==> config.mk <==
export PLATFORM = sky130hd
export DESIGN_NAME = remote_signal_timeout_guard
export DESIGN_NICKNAME = d
export VERILOG_FILES = /design/src/design/timeout_guard_pkg.sv /design/src/design/node_state_mem.sv /design/src/design/remote_signal_timeout_guard.sv
export VERILOG_INCLUDE_DIRS = /design/src /design/src/design
export SDC_FILE = /design/constraint.sdc
export NUM_CORES = 2
export LEC_CHECK = 0
export BUFFER_PORTS_ARGS = -buffer_cell sky130_fd_sc_hd__buf_2
export CAP_MARGIN = 20
export CORE_MARGIN = 1
export CORE_UTILIZATION = 35
export CTS_BUF_LIST = sky130_fd_sc_hd__clkbuf_8
export CTS_CLUSTER_DIAMETER = 100
export DETAILED_ROUTE_END_ITERATION = 8
export SLEW_MARGIN = 20
export SYNTH_ARGS = -nofsm -noshare
export SYNTH_HDL_FRONTEND = slang
export SYNTH_SLANG_ARGS = --single-unit
==> constraint.sdc <==
create_clock -name mclk_in -period 9 [get_ports mclk_in]
set_input_delay 1.8 -clock mclk_in [delete_from_list [all_inputs] [get_ports mclk_in]]
set_output_delay 1.8 -clock mclk_in [all_outputs]
set_load 0.01 [all_outputs]
==> src/design/timeout_guard_params.svh <==
// Constants for the remote signal timeout guard: register offsets, reset
// values, field positions and timing counts.
// Assumes a 50 MHz system clock and a byte-addressed register port.
`ifndef TIMEOUT_GUARD_PARAMS_SVH
`define TIMEOUT_GUARD_PARAMS_SVH

// ----------------------------------------------------------------------
// Sizes
// ----------------------------------------------------------------------
`define TG_NODES 16
`define TG_SHARED_BITS 16
`define TG_BITS 32
`define TG_TIMER_W 16

// ----------------------------------------------------------------------
// Timing
// ----------------------------------------------------------------------
`define TG_CLK_PERIOD_NS 20
`define TG_MS_NS 1000000
`define TG_TICK_CYCLES (`TG_MS_NS / `TG_CLK_PERIOD_NS)
`define TG_LONG_MS 500
`define TG_SHORT_MS 200

// ----------------------------------------------------------------------
// Register offsets
// ----------------------------------------------------------------------
`define TG_REG_CTRL 8'h00
`define TG_REG_LONG 8'h04
`define TG_REG_SHORT 8'h08
`define TG_REG_CLASS 8'h0C
`define TG_REG_REARM 8'h10
`define TG_REG_NORELAY 8'h14
`define TG_REG_SEL 8'h18
`define TG_REG_BITS 8'h1C
`define TG_REG_ALIVE 8'h20
`define TG_REG_STATUS 8'h24
`define TG_REG_MASK 8'h28

// ----------------------------------------------------------------------
// Fields
// ----------------------------------------------------------------------
`define TG_CTRL_OWN_LSB 0
`define TG_CTRL_LAST_LSB 4
`define TG_CTRL_RST 8'hF0
`define TG_ST_SHORT 0
`define TG_ST_LONG 1
`define TG_ST_LOST 2
`define TG_ST_W 3

`endif

==> src/design/timeout_guard_pkg.sv <==
// Types shared by the timeout guard, its checker, the peer model and the bench.
// Assumes nothing beyond a SystemVerilog tool.
package timeout_guard_pkg;

	typedef logic [3:0] node_id_t;

	typedef enum logic [0:0] {
		ST_IDLE = 1'b0,
		ST_MERGE = 1'b1
	} merge_state_e;

endpackage : timeout_guard_pkg

==> src/design/node_state_mem.sv <==
// Per-node store of received bits and rearm blocking flags.
// Assumes one writer and two independent readers in the same clock domain.
module node_state_mem #(
	parameter int W = 64,
	parameter int DEPTH = 16,
	parameter int AW = 4
) (
	input wire logic mclk_in,
	input wire logic rst_b_in,
	input wire logic we_in,
	input wire logic [AW-1:0] waddr_in,
	input wire logic [W-1:0] wdata_in,
	input wire logic [AW-1:0] raddr_a_in,
	output logic [W-1:0] rdata_a_out,
	input wire logic [AW-1:0] raddr_b_in,
	output logic [W-1:0] rdata_b_out
);

	logic [W-1:0] mem [DEPTH];

	// The array itself has no reset; the guard masks stale contents.
	always_ff @(posedge mclk_in) begin
		if (we_in) begin
			mem[waddr_in] <= wdata_in;
		end
	end

	always_ff @(posedge mclk_in or negedge rst_b_in) begin
		if (!rst_b_in) begin
			rdata_a_out <= '0;
			rdata_b_out <= '0;
		end else begin
			rdata_a_out <= mem[raddr_a_in];
			rdata_b_out <= mem[raddr_b_in];
		end
	end

endmodule : node_state_mem

==> src/design/remote_signal_timeout_guard.sv <==
// Receive-side supervision of bits published by peer nodes over radio or CAN.
// Assumes the link front end delivers whole checked packets, one at a time,
// synchronous to mclk_in, with the age of relayed data in milliseconds.
`include "timeout_guard_params.svh"

module remote_signal_timeout_guard #(
	parameter int NODES = `TG_NODES,
	parameter int TW = `TG_TIMER_W,
	parameter int TICK_CYCLES = `TG_TICK_CYCLES
) (
	input wire logic mclk_in,
	input wire logic rst_b_in,
	input wire logic [7:0] addr_in,
	input wire logic [31:0] wdata_in,
	input wire logic wr_in,
	input wire logic rd_in,
	output logic [31:0] rdata_out,
	input wire logic rx_valid_in,
	output logic rx_ready_out,
	input wire timeout_guard_pkg::node_id_t rx_node_in,
	input wire logic rx_relayed_in,
	input wire logic rx_can_in,
	input wire logic [TW-1:0] rx_age_in,
	input wire logic [31:0] rx_bits_in,
	output logic relay_valid_out,
	output timeout_guard_pkg::node_id_t relay_node_out,
	output logic [TW-1:0] relay_age_out,
	output logic [15:0] relay_radio_bits_out,
	output logic [31:0] relay_can_bits_out,
	output logic tx_turn_out,
	output logic joined_out,
	output logic [31:0] sel_bits_out,
	output logic irq_out
);
	import timeout_guard_pkg::*;

	// ------------------------------------------------------------------
	// Helpers
	// ------------------------------------------------------------------
	// Restart value of a timer given the age of the data.
	function automatic logic [TW-1:0] restart_val(
		input logic [TW-1:0] tmo,
		input logic [TW-1:0] age
	);
		restart_val = (age >= tmo) ? '0 : tmo - age;
	endfunction : restart_val

	// Bits of a node that are live given its two timers.
	function automatic logic [31:0] live_mask(
		input logic [31:0] cls,
		input logic s_alive,
		input logic l_alive
	);
		live_mask = (s_alive ? cls : 32'h0000_0000)
			| (l_alive ? ~cls : 32'h0000_0000);
	endfunction : live_mask

	localparam int TCW = $clog2(TICK_CYCLES + 1);

	// ------------------------------------------------------------------
	// Register file
	// ------------------------------------------------------------------
	logic [7:0] ctrl_q, ctrl_d;
	logic [TW-1:0] long_q, long_d, short_q, short_d;
	logic [31:0] class_q, class_d, rearm_q, rearm_d;
	logic [15:0] norelay_q, norelay_d;
	node_id_t sel_q, sel_d;
	logic [`TG_ST_W-1:0] status_q, status_d, mask_q, mask_d, events;
	logic [31:0] rdata_d, sel_bits_d, sel_bits_q;
	logic irq_d;
	logic [NODES-1:0] alive_s, alive_l, exp_s, exp_l;
	logic [63:0] mem_a, mem_b;

	always_comb begin
		ctrl_d = ctrl_q;
		long_d = long_q;
		short_d = short_q;
		class_d = class_q;
		rearm_d = rearm_q;
		norelay_d = norelay_q;
		sel_d = sel_q;
		mask_d = mask_q;
		rdata_d = 32'h0000_0000;
		if (wr_in) begin
			if (addr_in == `TG_REG_CTRL) begin
				ctrl_d = wdata_in[7:0];
			end else if (addr_in == `TG_REG_LONG) begin
				long_d = wdata_in[TW-1:0];
			end else if (addr_in == `TG_REG_SHORT) begin
				short_d = wdata_in[TW-1:0];
			end else if (addr_in == `TG_REG_CLASS) begin
				class_d = wdata_in;
			end else if (addr_in == `TG_REG_REARM) begin
				rearm_d = wdata_in;
			end else if (addr_in == `TG_REG_NORELAY) begin
				norelay_d = wdata_in[15:0];
			end else if (addr_in == `TG_REG_SEL) begin
				sel_d = wdata_in[3:0];
			end else if (addr_in == `TG_REG_MASK) begin
				mask_d = wdata_in[`TG_ST_W-1:0];
			end
		end
		if (rd_in) begin
			if (addr_in == `TG_REG_CTRL) begin
				rdata_d = {24'h00_0000, ctrl_q};
			end else if (addr_in == `TG_REG_LONG) begin
				rdata_d = 32'(long_q);
			end else if (addr_in == `TG_REG_SHORT) begin
				rdata_d = 32'(short_q);
			end else if (addr_in == `TG_REG_CLASS) begin
				rdata_d = class_q;
			end else if (addr_in == `TG_REG_REARM) begin
				rdata_d = rearm_q;
			end else if (addr_in == `TG_REG_NORELAY) begin
				rdata_d = {16'h0000, norelay_q};
			end else if (addr_in == `TG_REG_SEL) begin
				rdata_d = {28'h000_0000, sel_q};
			end else if (addr_in == `TG_REG_BITS) begin
				rdata_d = sel_bits_q;
			end else if (addr_in == `TG_REG_ALIVE) begin
				rdata_d = {16'(alive_l), 16'(alive_s)};
			end else if (addr_in == `TG_REG_STATUS) begin
				rdata_d = 32'(status_q);
			end else if (addr_in == `TG_REG_MASK) begin
				rdata_d = 32'(mask_q);
			end
		end
		// A read clears the status, but an event in the same cycle survives.
		status_d = status_q;
		if (rd_in && addr_in == `TG_REG_STATUS) begin
			status_d = '0;
		end
		status_d = status_d | events;
		irq_d = |(status_d & mask_q);
	end

	always_ff @(posedge mclk_in or negedge rst_b_in) begin
		if (!rst_b_in) begin
			ctrl_q <= `TG_CTRL_RST;
			long_q <= TW'(`TG_LONG_MS);
			short_q <= TW'(`TG_SHORT_MS);
			class_q <= 32'h0000_0000;
			rearm_q <= 32'h0000_0000;
			norelay_q <= 16'h0000;
			sel_q <= 4'h0;
			mask_q <= '0;
			status_q <= '0;
			rdata_out <= 32'h0000_0000;
			irq_out <= 1'b0;
			sel_bits_q <= 32'h0000_0000;
		end else begin
			ctrl_q <= ctrl_d;
			long_q <= long_d;
			short_q <= short_d;
			class_q <= class_d;
			rearm_q <= rearm_d;
			norelay_q <= norelay_d;
			sel_q <= sel_d;
			mask_q <= mask_d;
			status_q <= status_d;
			rdata_out <= rdata_d;
			irq_out <= irq_d;
			sel_bits_q <= sel_bits_d;
		end
	end

	assign sel_bits_out = sel_bits_q;

	// ------------------------------------------------------------------
	// Millisecond tick
	// ------------------------------------------------------------------
	logic [TCW-1:0] tick_cnt_q, tick_cnt_d;
	logic tick;

	always_comb begin
		tick = (tick_cnt_q == TCW'(TICK_CYCLES - 1));
		tick_cnt_d = tick ? '0 : tick_cnt_q + 1'b1;
	end

	always_ff @(posedge mclk_in or negedge rst_b_in) begin
		if (!rst_b_in) begin
			tick_cnt_q <= '0;
		end else begin
			tick_cnt_q <= tick_cnt_d;
		end
	end

	// ------------------------------------------------------------------
	// Packet merge
	// ------------------------------------------------------------------
	merge_state_e state_q, state_d;
	node_id_t node_q, node_d;
	logic relayed_q, relayed_d, can_q, can_d;
	logic [TW-1:0] age_q, age_d;
	logic [31:0] bits_q, bits_d;
	logic commit, ready_d, relay_valid_d, turn_d;
	logic [NODES-1:0] pend_s_q, pend_l_q, pend_s_d, pend_l_d;
	logic [31:0] arm, carried, blk_new, bits_new, old_blk, old_bits;
	logic [63:0] wdata;
	node_id_t prev_node;

	always_comb begin
		state_d = state_q;
		node_d = node_q;
		relayed_d = relayed_q;
		can_d = can_q;
		age_d = age_q;
		bits_d = bits_q;
		commit = (state_q == ST_MERGE);
		if (state_q == ST_IDLE) begin
			if (rx_valid_in && rx_ready_out) begin
				state_d = ST_MERGE;
				node_d = rx_node_in;
				relayed_d = rx_relayed_in;
				can_d = rx_can_in;
				age_d = rx_relayed_in ? rx_age_in : '0;
				bits_d = rx_bits_in;
			end
		end else begin
			state_d = ST_IDLE;
		end
		ready_d = (state_d == ST_IDLE);
		// Radio carries only the shared half; relayed copies of
		// suppressed bits are not trusted and leave the old value.
		carried = can_q ? 32'hFFFF_FFFF : 32'h0000_FFFF;
		if (relayed_q) begin
			carried = carried & ~{16'h0000, norelay_q};
		end
		arm = (pend_s_q[node_q] ? class_q : 32'h0000_0000)
			| (pend_l_q[node_q] ? ~class_q : 32'h0000_0000);
		// Arming forgets what was stored, so a row never written since
		// reset cannot leak into the merge.
		old_blk = (mem_a[63:32] & ~arm) | (rearm_q & arm);
		old_bits = mem_a[31:0] & ~arm;
		// A blocked bit is released by an explicit 0, or by arming while its rearm bit is 0.
		blk_new = (old_blk & bits_q & carried)
			| (old_blk & ~carried);
		bits_new = ((bits_q & carried) | (old_bits & ~carried))
			& ~blk_new;
		wdata = {blk_new, bits_new};
		relay_valid_d = commit;
		prev_node = (ctrl_q[3:0] == 4'h0) ? ctrl_q[7:4]
			: ctrl_q[3:0] - 4'h1;
		turn_d = commit && !relayed_q && node_q == prev_node;
		sel_bits_d = mem_b[31:0] & live_mask(class_q, alive_s[sel_q],
			alive_l[sel_q]);
	end

	always_ff @(posedge mclk_in or negedge rst_b_in) begin
		if (!rst_b_in) begin
			state_q <= ST_IDLE;
			node_q <= 4'h0;
			relayed_q <= 1'b0;
			can_q <= 1'b0;
			age_q <= '0;
			bits_q <= 32'h0000_0000;
			rx_ready_out <= 1'b0;
			relay_valid_out <= 1'b0;
			relay_node_out <= 4'h0;
			relay_age_out <= '0;
			relay_radio_bits_out <= 16'h0000;
			relay_can_bits_out <= 32'h0000_0000;
			tx_turn_out <= 1'b0;
			pend_s_q <= '1;
			pend_l_q <= '1;
		end else begin
			state_q <= state_d;
			node_q <= node_d;
			relayed_q <= relayed_d;
			can_q <= can_d;
			age_q <= age_d;
			bits_q <= bits_d;
			rx_ready_out <= ready_d;
			relay_valid_out <= relay_valid_d;
			tx_turn_out <= turn_d;
			pend_s_q <= pend_s_d;
			pend_l_q <= pend_l_d;
			if (commit) begin
				relay_node_out <= node_q;
				relay_age_out <= age_q;
				relay_radio_bits_out <= bits_q[15:0] & ~norelay_q;
				relay_can_bits_out <= (can_q ? bits_q : {16'h0000, bits_q[15:0]})
					& ~{16'h0000, norelay_q};
			end
		end
	end

	node_state_mem #(
		.W(64),
		.DEPTH(NODES),
		.AW(4)
	) u_mem (
		.mclk_in(mclk_in),
		.rst_b_in(rst_b_in),
		.we_in(commit),
		.waddr_in(node_q),
		.wdata_in(wdata),
		.raddr_a_in(rx_node_in),
		.rdata_a_out(mem_a),
		.raddr_b_in(sel_q),
		.rdata_b_out(mem_b)
	);

	// ------------------------------------------------------------------
	// Per-node timers
	// ------------------------------------------------------------------
	for (genvar g = 0; g < NODES; g++) begin : g_node
		logic [TW-1:0] ts_q, ts_d, tl_q, tl_d;
		logic load;

		always_comb begin
			load = commit && node_q == 4'(g);
			ts_d = ts_q;
			tl_d = tl_q;
			if (load) begin
				ts_d = restart_val(short_q, age_q);
				tl_d = restart_val(long_q, age_q);
			end else if (tick) begin
				if (ts_q != '0) begin
					ts_d = ts_q - 1'b1;
				end
				if (tl_q != '0) begin
					tl_d = tl_q - 1'b1;
				end
			end
		end

		always_ff @(posedge mclk_in or negedge rst_b_in) begin
			if (!rst_b_in) begin
				ts_q <= '0;
				tl_q <= '0;
			end else begin
				ts_q <= ts_d;
				tl_q <= tl_d;
			end
		end

		assign alive_s[g] = (ts_q != '0);
		assign alive_l[g] = (tl_q != '0);
		assign exp_s[g] = alive_s[g] && ts_d == '0;
		assign exp_l[g] = alive_l[g] && tl_d == '0;
		// Fresh data wins over an expiry in the same cycle.
		assign pend_s_d[g] = load ? 1'b0 : (pend_s_q[g] | exp_s[g]);
		assign pend_l_d[g] = load ? 1'b0 : (pend_l_q[g] | exp_l[g]);
	end

	// ------------------------------------------------------------------
	// Network membership and events
	// ------------------------------------------------------------------
	logic joined_d;

	always_comb begin
		joined_d = alive_l[0] | alive_s[0];
		events = '0;
		events[`TG_ST_SHORT] = |exp_s;
		events[`TG_ST_LONG] = |exp_l;
		events[`TG_ST_LOST] = joined_out && !joined_d;
	end

	always_ff @(posedge mclk_in or negedge rst_b_in) begin
		if (!rst_b_in) begin
			joined_out <= 1'b0;
		end else begin
			joined_out <= joined_d;
		end
	end

endmodule : remote_signal_timeout_guard

==> results.md <==
Power:
- VDD sags by at most 0.138 mV.
- The cell area power density is 257 mW/mm^2.
- The completed layout was analyzed and its total power is 28.2 mW.
- The static leakage power is 41.9 nW.

CTS:
- The deepest clock path buffer count is 4.
- The number of hold buffers added after CTS was 0.
- TritonCTS built the clock tree.
- Once the clock tree was built, the setup fixing pass inserted 0 buffers.
- The clock net in this run drives a total of 1986 sinks.
- Clock-pin slew was measured on the worst setup and hold paths at 60 ps.
- The total clock buffers created by CTS is 340.
- The number of levels in the clock H-tree is 5.
- The post-cts gate resize count is 0.
- The clock root buffer is sky130_fd_sc_hd__clkbuf_8.
- The clock reaches the later pin of the worst-skew pair after 1020 ps.

Finish:
- The final cell count without fillers is 12.1k.
- The number of nets at the end of the flow is 8269.
- For this run, the share of the core covered by cells in the final layout is 39.7%.
- The area growth from synthesis to layout is 12.6%.
- The filler cells instantiated in the layout total 26.0k.
- The share of cells above drive strength 1 is 19.9%.
- Summing all non-filler instances in the final layout gives an area of 0.110 sq mm.

STA:
- The setup violation total in the final timing report is 0.
- For the pin with the worst max-slew slack, the measured transition is 1140 ps.
- The max-slew violation count is 0.
- The worst-case clock skew is 96.4 ps.
- Setup repair after global routing left no endpoint under its margin.
- The post-route setup TNS is 0 ps.
- Based on the critical path, the design can be clocked at up to 0.174 GHz.
- After layout, the minimum clock period comes to 5740 ps.
- The worst path uses 63.8% of the clock period.
- The number of endpoints with negative hold slack in the final report was 0.
- In this run the tightest slew margin relative to its limit is 23.6%.

Critical path:
- The end of the worst register-to-register path is irq_out$_DFF_PN0_.
- The critical path is of the reg2reg type.
- The maximum net fanout on the critical path is 13.
- The reg2reg setup slack is 3260 ps.
- The data arrival time of the worst path is 6610 ps.
- The number of cells on the worst reg-to-reg path is 16.
- The required arrival time at the worst endpoint is 9870 ps.
- STA classifies the critical path endpoint as a flop.
- The critical path launch point type is a flop.
- The worst register-to-register path begins at long_q[0]$_DFFE_PN0P_.

Yosys:
- The post-synthesis cell area is 0.0976 sq mm.
- The number of enable flip-flop cells after synthesis is 1024.
- For this run, the register share of the synthesized area comes to 56.2%.
- Yosys mapped the design onto 97 distinct sky130hd cell types.
- A synthesized cell averages 12.4 sq um.
- The prevailing post-synth register cell is sky130_fd_sc_hd__edfxtp_1.
- Synthesis produced a netlist with a net count of 8025.
- In the synthesized netlist, the number of instances is 7857.
- The number of flip-flops and latches in the synthesized netlist is 1986.
- The fraction of registers with async set or reset after synthesis is 48.4%.
- The Yosys step of the flow raised 0 warnings.

Placement:
- The detailed-placement wirelength estimate is 220 mm.
- The number of buffers inserted by port buffering is 235.
- The placed standard-cell area is 0.103 sq mm.
- The congestion estimate from routability-driven global placement came to 0.959.
- After detailed placement, the design holds a cell count of 11.5k.

Die:
- The y dimension of the die is 530 microns.
- The placeable core region is 0.277 sq mm.
- The die covers 0.281 sq mm.
- The die boundary width is 530 microns.
- For this configuration, the core starts out at a cell density of 35.2%.
- For this design the top-level I/O count stands at 236.
- The count of standard-cell rows is 193.

Detailed routing:
- The post-detailed-route count of antenna-violating nets is 0.
- The routed layout has 71.9k vias.
- The length of the first detailed-routing pass in iterations is 7.
- In the routed design, unresolved DRC markers number 0.
- In the final routed layout, each cell accounts on average for 28.2 microns.
- For this block, the routed nets add up to 342 mm of wire.
- The first routing iteration left 8483 violations.
- The via count normalized by instance count is 5.94.

Run:
- The count of maximum capacitance violations is 0.

Run status:
- The flow ran to the end, and the final reports show no timing, DRC or antenna violations.

Global routing:
- The via count of the first global-routing pass is 70.5k.
- The overall global routing resource usage is 23.9%.
- The initial antenna violation count is 37.
- The first global-routing pass estimated 492 mm of wire.
- The maximum number of pins on one net before global-route repair is 154.
- Global routing finished with a remaining overflow of 0.

Min path:
- The worst hold endpoint is sel_bits_out[14]$_DFF_PN0_.
- The tightest min-delay check is of the reg2reg type.
- The count of cells along the worst hold path is 1.
- The worst min-delay path startpoint is u_mem.rdata_b_out[14]$_DFF_PN0_.
==> worst max-delay path by stage <==
stage | cells after the start | endpoint | slack [ps] | start
final | 16 | irq_out$_DFF_PN0_ | 3260 | long_q[0]$_DFFE_PN0P_
after global placement | 16 | irq_out$_DFF_PN0_ | 3290 | long_q[0]$_DFFE_PN0P_
after CTS | 16 | irq_out$_DFF_PN0_ | 3130 | long_q[0]$_DFFE_PN0P_
after detailed placement | 16 | irq_out$_DFF_PN0_ | 3170 | long_q[0]$_DFFE_PN0P_
after global routing | 16 | irq_out$_DFF_PN0_ | 2960 | long_q[0]$_DFFE_PN0P_
after floorplan | 8 | u_mem.mem[15][0]$_DFFE_PP_ | 4480 | node_q[3]$_DFFE_PN0P_
==> flip-flops by register name (all words and copies together) (netlist names), 17 cells and up <==
register,count
g_node.tl_q,256
rdata_out,32
class_q,32
bits_q,32
u_mem.rdata_a_out,64
relay_can_bits_out,17
sel_bits_out,32
g_node.ts_q,256
u_mem.rdata_b_out,32
rearm_q,32
u_mem.mem,1024
==> worst max-delay path, cell delays in order, from the launching register on <==
cell and delay (ps):
sky130_fd_sc_hd__dfrtp_1 380, sky130_fd_sc_hd__inv_1 60, sky130_fd_sc_hd__ha_1 230, sky130_fd_sc_hd__fa_1 410
sky130_fd_sc_hd__nand2b_1 200, sky130_fd_sc_hd__a211oi_2 490, sky130_fd_sc_hd__o221ai_1 570, sky130_fd_sc_hd__a211oi_1 480
sky130_fd_sc_hd__buf_4 270, sky130_fd_sc_hd__nand2_1 540, sky130_fd_sc_hd__nor3b_1 360, sky130_fd_sc_hd__o211ai_1 180
sky130_fd_sc_hd__nor4b_1 120, sky130_fd_sc_hd__a211o_1 290, sky130_fd_sc_hd__nor4b_1 560, sky130_fd_sc_hd__a31oi_1 170
sky130_fd_sc_hd__a221o_1 300
==> stage by stage <==
stage | hold slack (ps) | worst slack, ps
2_1_floorplan | 352 | 4480
3_3_place_gp | 450 | 3290
6_report | 460 | 3260
5_1_grt | 482 | 2960
3_5_place_dp | 455 | 3170
4_1_cts | 465 | 3130
==> layer usage <==
layer / up-vias / global-route usage [%] / routed length (microns)
met5: - / 0 / 46
li1: 30385 / - / -
met1: 36865 / 31.3 / 135000
met3: 905 / 4.50 / 28800
met2: 3733 / 37.1 / 155000
met4: 8 / 14.0 / 22400
==> layout make-up <==
type | instances | area (sq um) | area share [%]
Antenna cell | 22 | 55.1 | 0.0501
Clock buffer | 400 | 5510 | 5.01
Clock inverter | 222 | 1140 | 1.04
Inverter | 216 | 893 | 0.813
Multi-Input combinational cell | 5179 | 40300 | 36.7
Sequential cell | 1986 | 54900 | 50.0
Tap cell | 3705 | 4640 | 4.22
Timing Repair Buffer | 378 | 2430 | 2.21
==> synthesized netlist by cell type (53+ instances only) <==
cell	number	area [sq um]
sky130_fd_sc_hd__nor2_1	588	2210
sky130_fd_sc_hd__nand3_1	174	871
sky130_fd_sc_hd__ha_1	67	838
sky130_fd_sc_hd__mux4_2	492	11100
sky130_fd_sc_hd__nor3b_1	61	458
sky130_fd_sc_hd__xor2_1	205	1800
sky130_fd_sc_hd__nor3_1	235	1180
sky130_fd_sc_hd__nand4_1	83	519
sky130_fd_sc_hd__inv_1	211	792
sky130_fd_sc_hd__mux2_2	161	1810
sky130_fd_sc_hd__nand2_1	701	2630
sky130_fd_sc_hd__buf_1	65	244
sky130_fd_sc_hd__a31oi_1	59	369
sky130_fd_sc_hd__or3_1	73	457
sky130_fd_sc_hd__a21oi_1	413	2070
sky130_fd_sc_hd__mux2i_1	86	861
sky130_fd_sc_hd__edfxtp_1	1024	30700
sky130_fd_sc_hd__o21ai_0	428	2140
sky130_fd_sc_hd__dfrtp_1	917	22900
sky130_fd_sc_hd__nand3b_1	55	413
sky130_fd_sc_hd__xnor2_1	266	2330
sky130_fd_sc_hd__or4_1	64	480
sky130_fd_sc_hd__o211ai_1	58	435
sky130_fd_sc_hd__clkbuf_1	375	1410
sky130_fd_sc_hd__nor4_1	159	995
sky130_fd_sc_hd__a211oi_1	53	398
==> cell usage in the layout, fill, tap and decap left out, types with 32 or more instances in the layout <==
cell type	netlist	final
sky130_fd_sc_hd__buf_2	19	230
sky130_fd_sc_hd__a211oi_1	53	46
sky130_fd_sc_hd__nor3_1	235	234
sky130_fd_sc_hd__nor4_1	159	155
sky130_fd_sc_hd__nand2_1	701	696
sky130_fd_sc_hd__xnor2_1	266	266
sky130_fd_sc_hd__inv_1	211	340
sky130_fd_sc_hd__edfxtp_1	1024	1024
sky130_fd_sc_hd__nand3_1	174	170
sky130_fd_sc_hd__nand3b_1	55	55
sky130_fd_sc_hd__mux4_2	492	492
sky130_fd_sc_hd__o211a_1	41	41
sky130_fd_sc_hd__mux2_2	161	161
sky130_fd_sc_hd__a221oi_1	32	32
sky130_fd_sc_hd__nor3b_1	61	61
sky130_fd_sc_hd__mux2i_1	86	86
sky130_fd_sc_hd__buf_4	17	133
sky130_fd_sc_hd__or4_1	64	64
sky130_fd_sc_hd__a21oi_1	413	382
sky130_fd_sc_hd__and2_1	32	32
sky130_fd_sc_hd__xor2_1	205	205
sky130_fd_sc_hd__ha_1	67	67
sky130_fd_sc_hd__o211ai_1	58	58
sky130_fd_sc_hd__clkbuf_8	0	400
sky130_fd_sc_hd__o21ai_0	428	427
sky130_fd_sc_hd__nand4_1	83	83
sky130_fd_sc_hd__a31oi_1	59	59
sky130_fd_sc_hd__nand2b_1	41	41
sky130_fd_sc_hd__dfstp_2	45	45
sky130_fd_sc_hd__or3_1	73	73
sky130_fd_sc_hd__dfrtp_1	917	911
sky130_fd_sc_hd__nor2_1	588	582
sky130_fd_sc_hd__and3_1	32	32
==> report_power, final <==
group	switching [mW]	leakage (nW)	internal [mW]
clock network	3.89	3.94	4.25
registers	1.11	21.9	11.1
logic	5.21	16.0	2.67
==> kinds of logic after synthesis <==
group,count (synthesis),share of synthesized area (%)
flip-flops,1986,56.2
multiplexers,740,14.1
AND/OR/NAND/NOR,2479,12.6
AO/OA/AOI/OAI,1420,9.16
buffers and inverters,692,2.75
adder cells (fa/ha/maj),69,0.900
XOR/XNOR,471,4.23
Power figures use the tool's default switching activity.
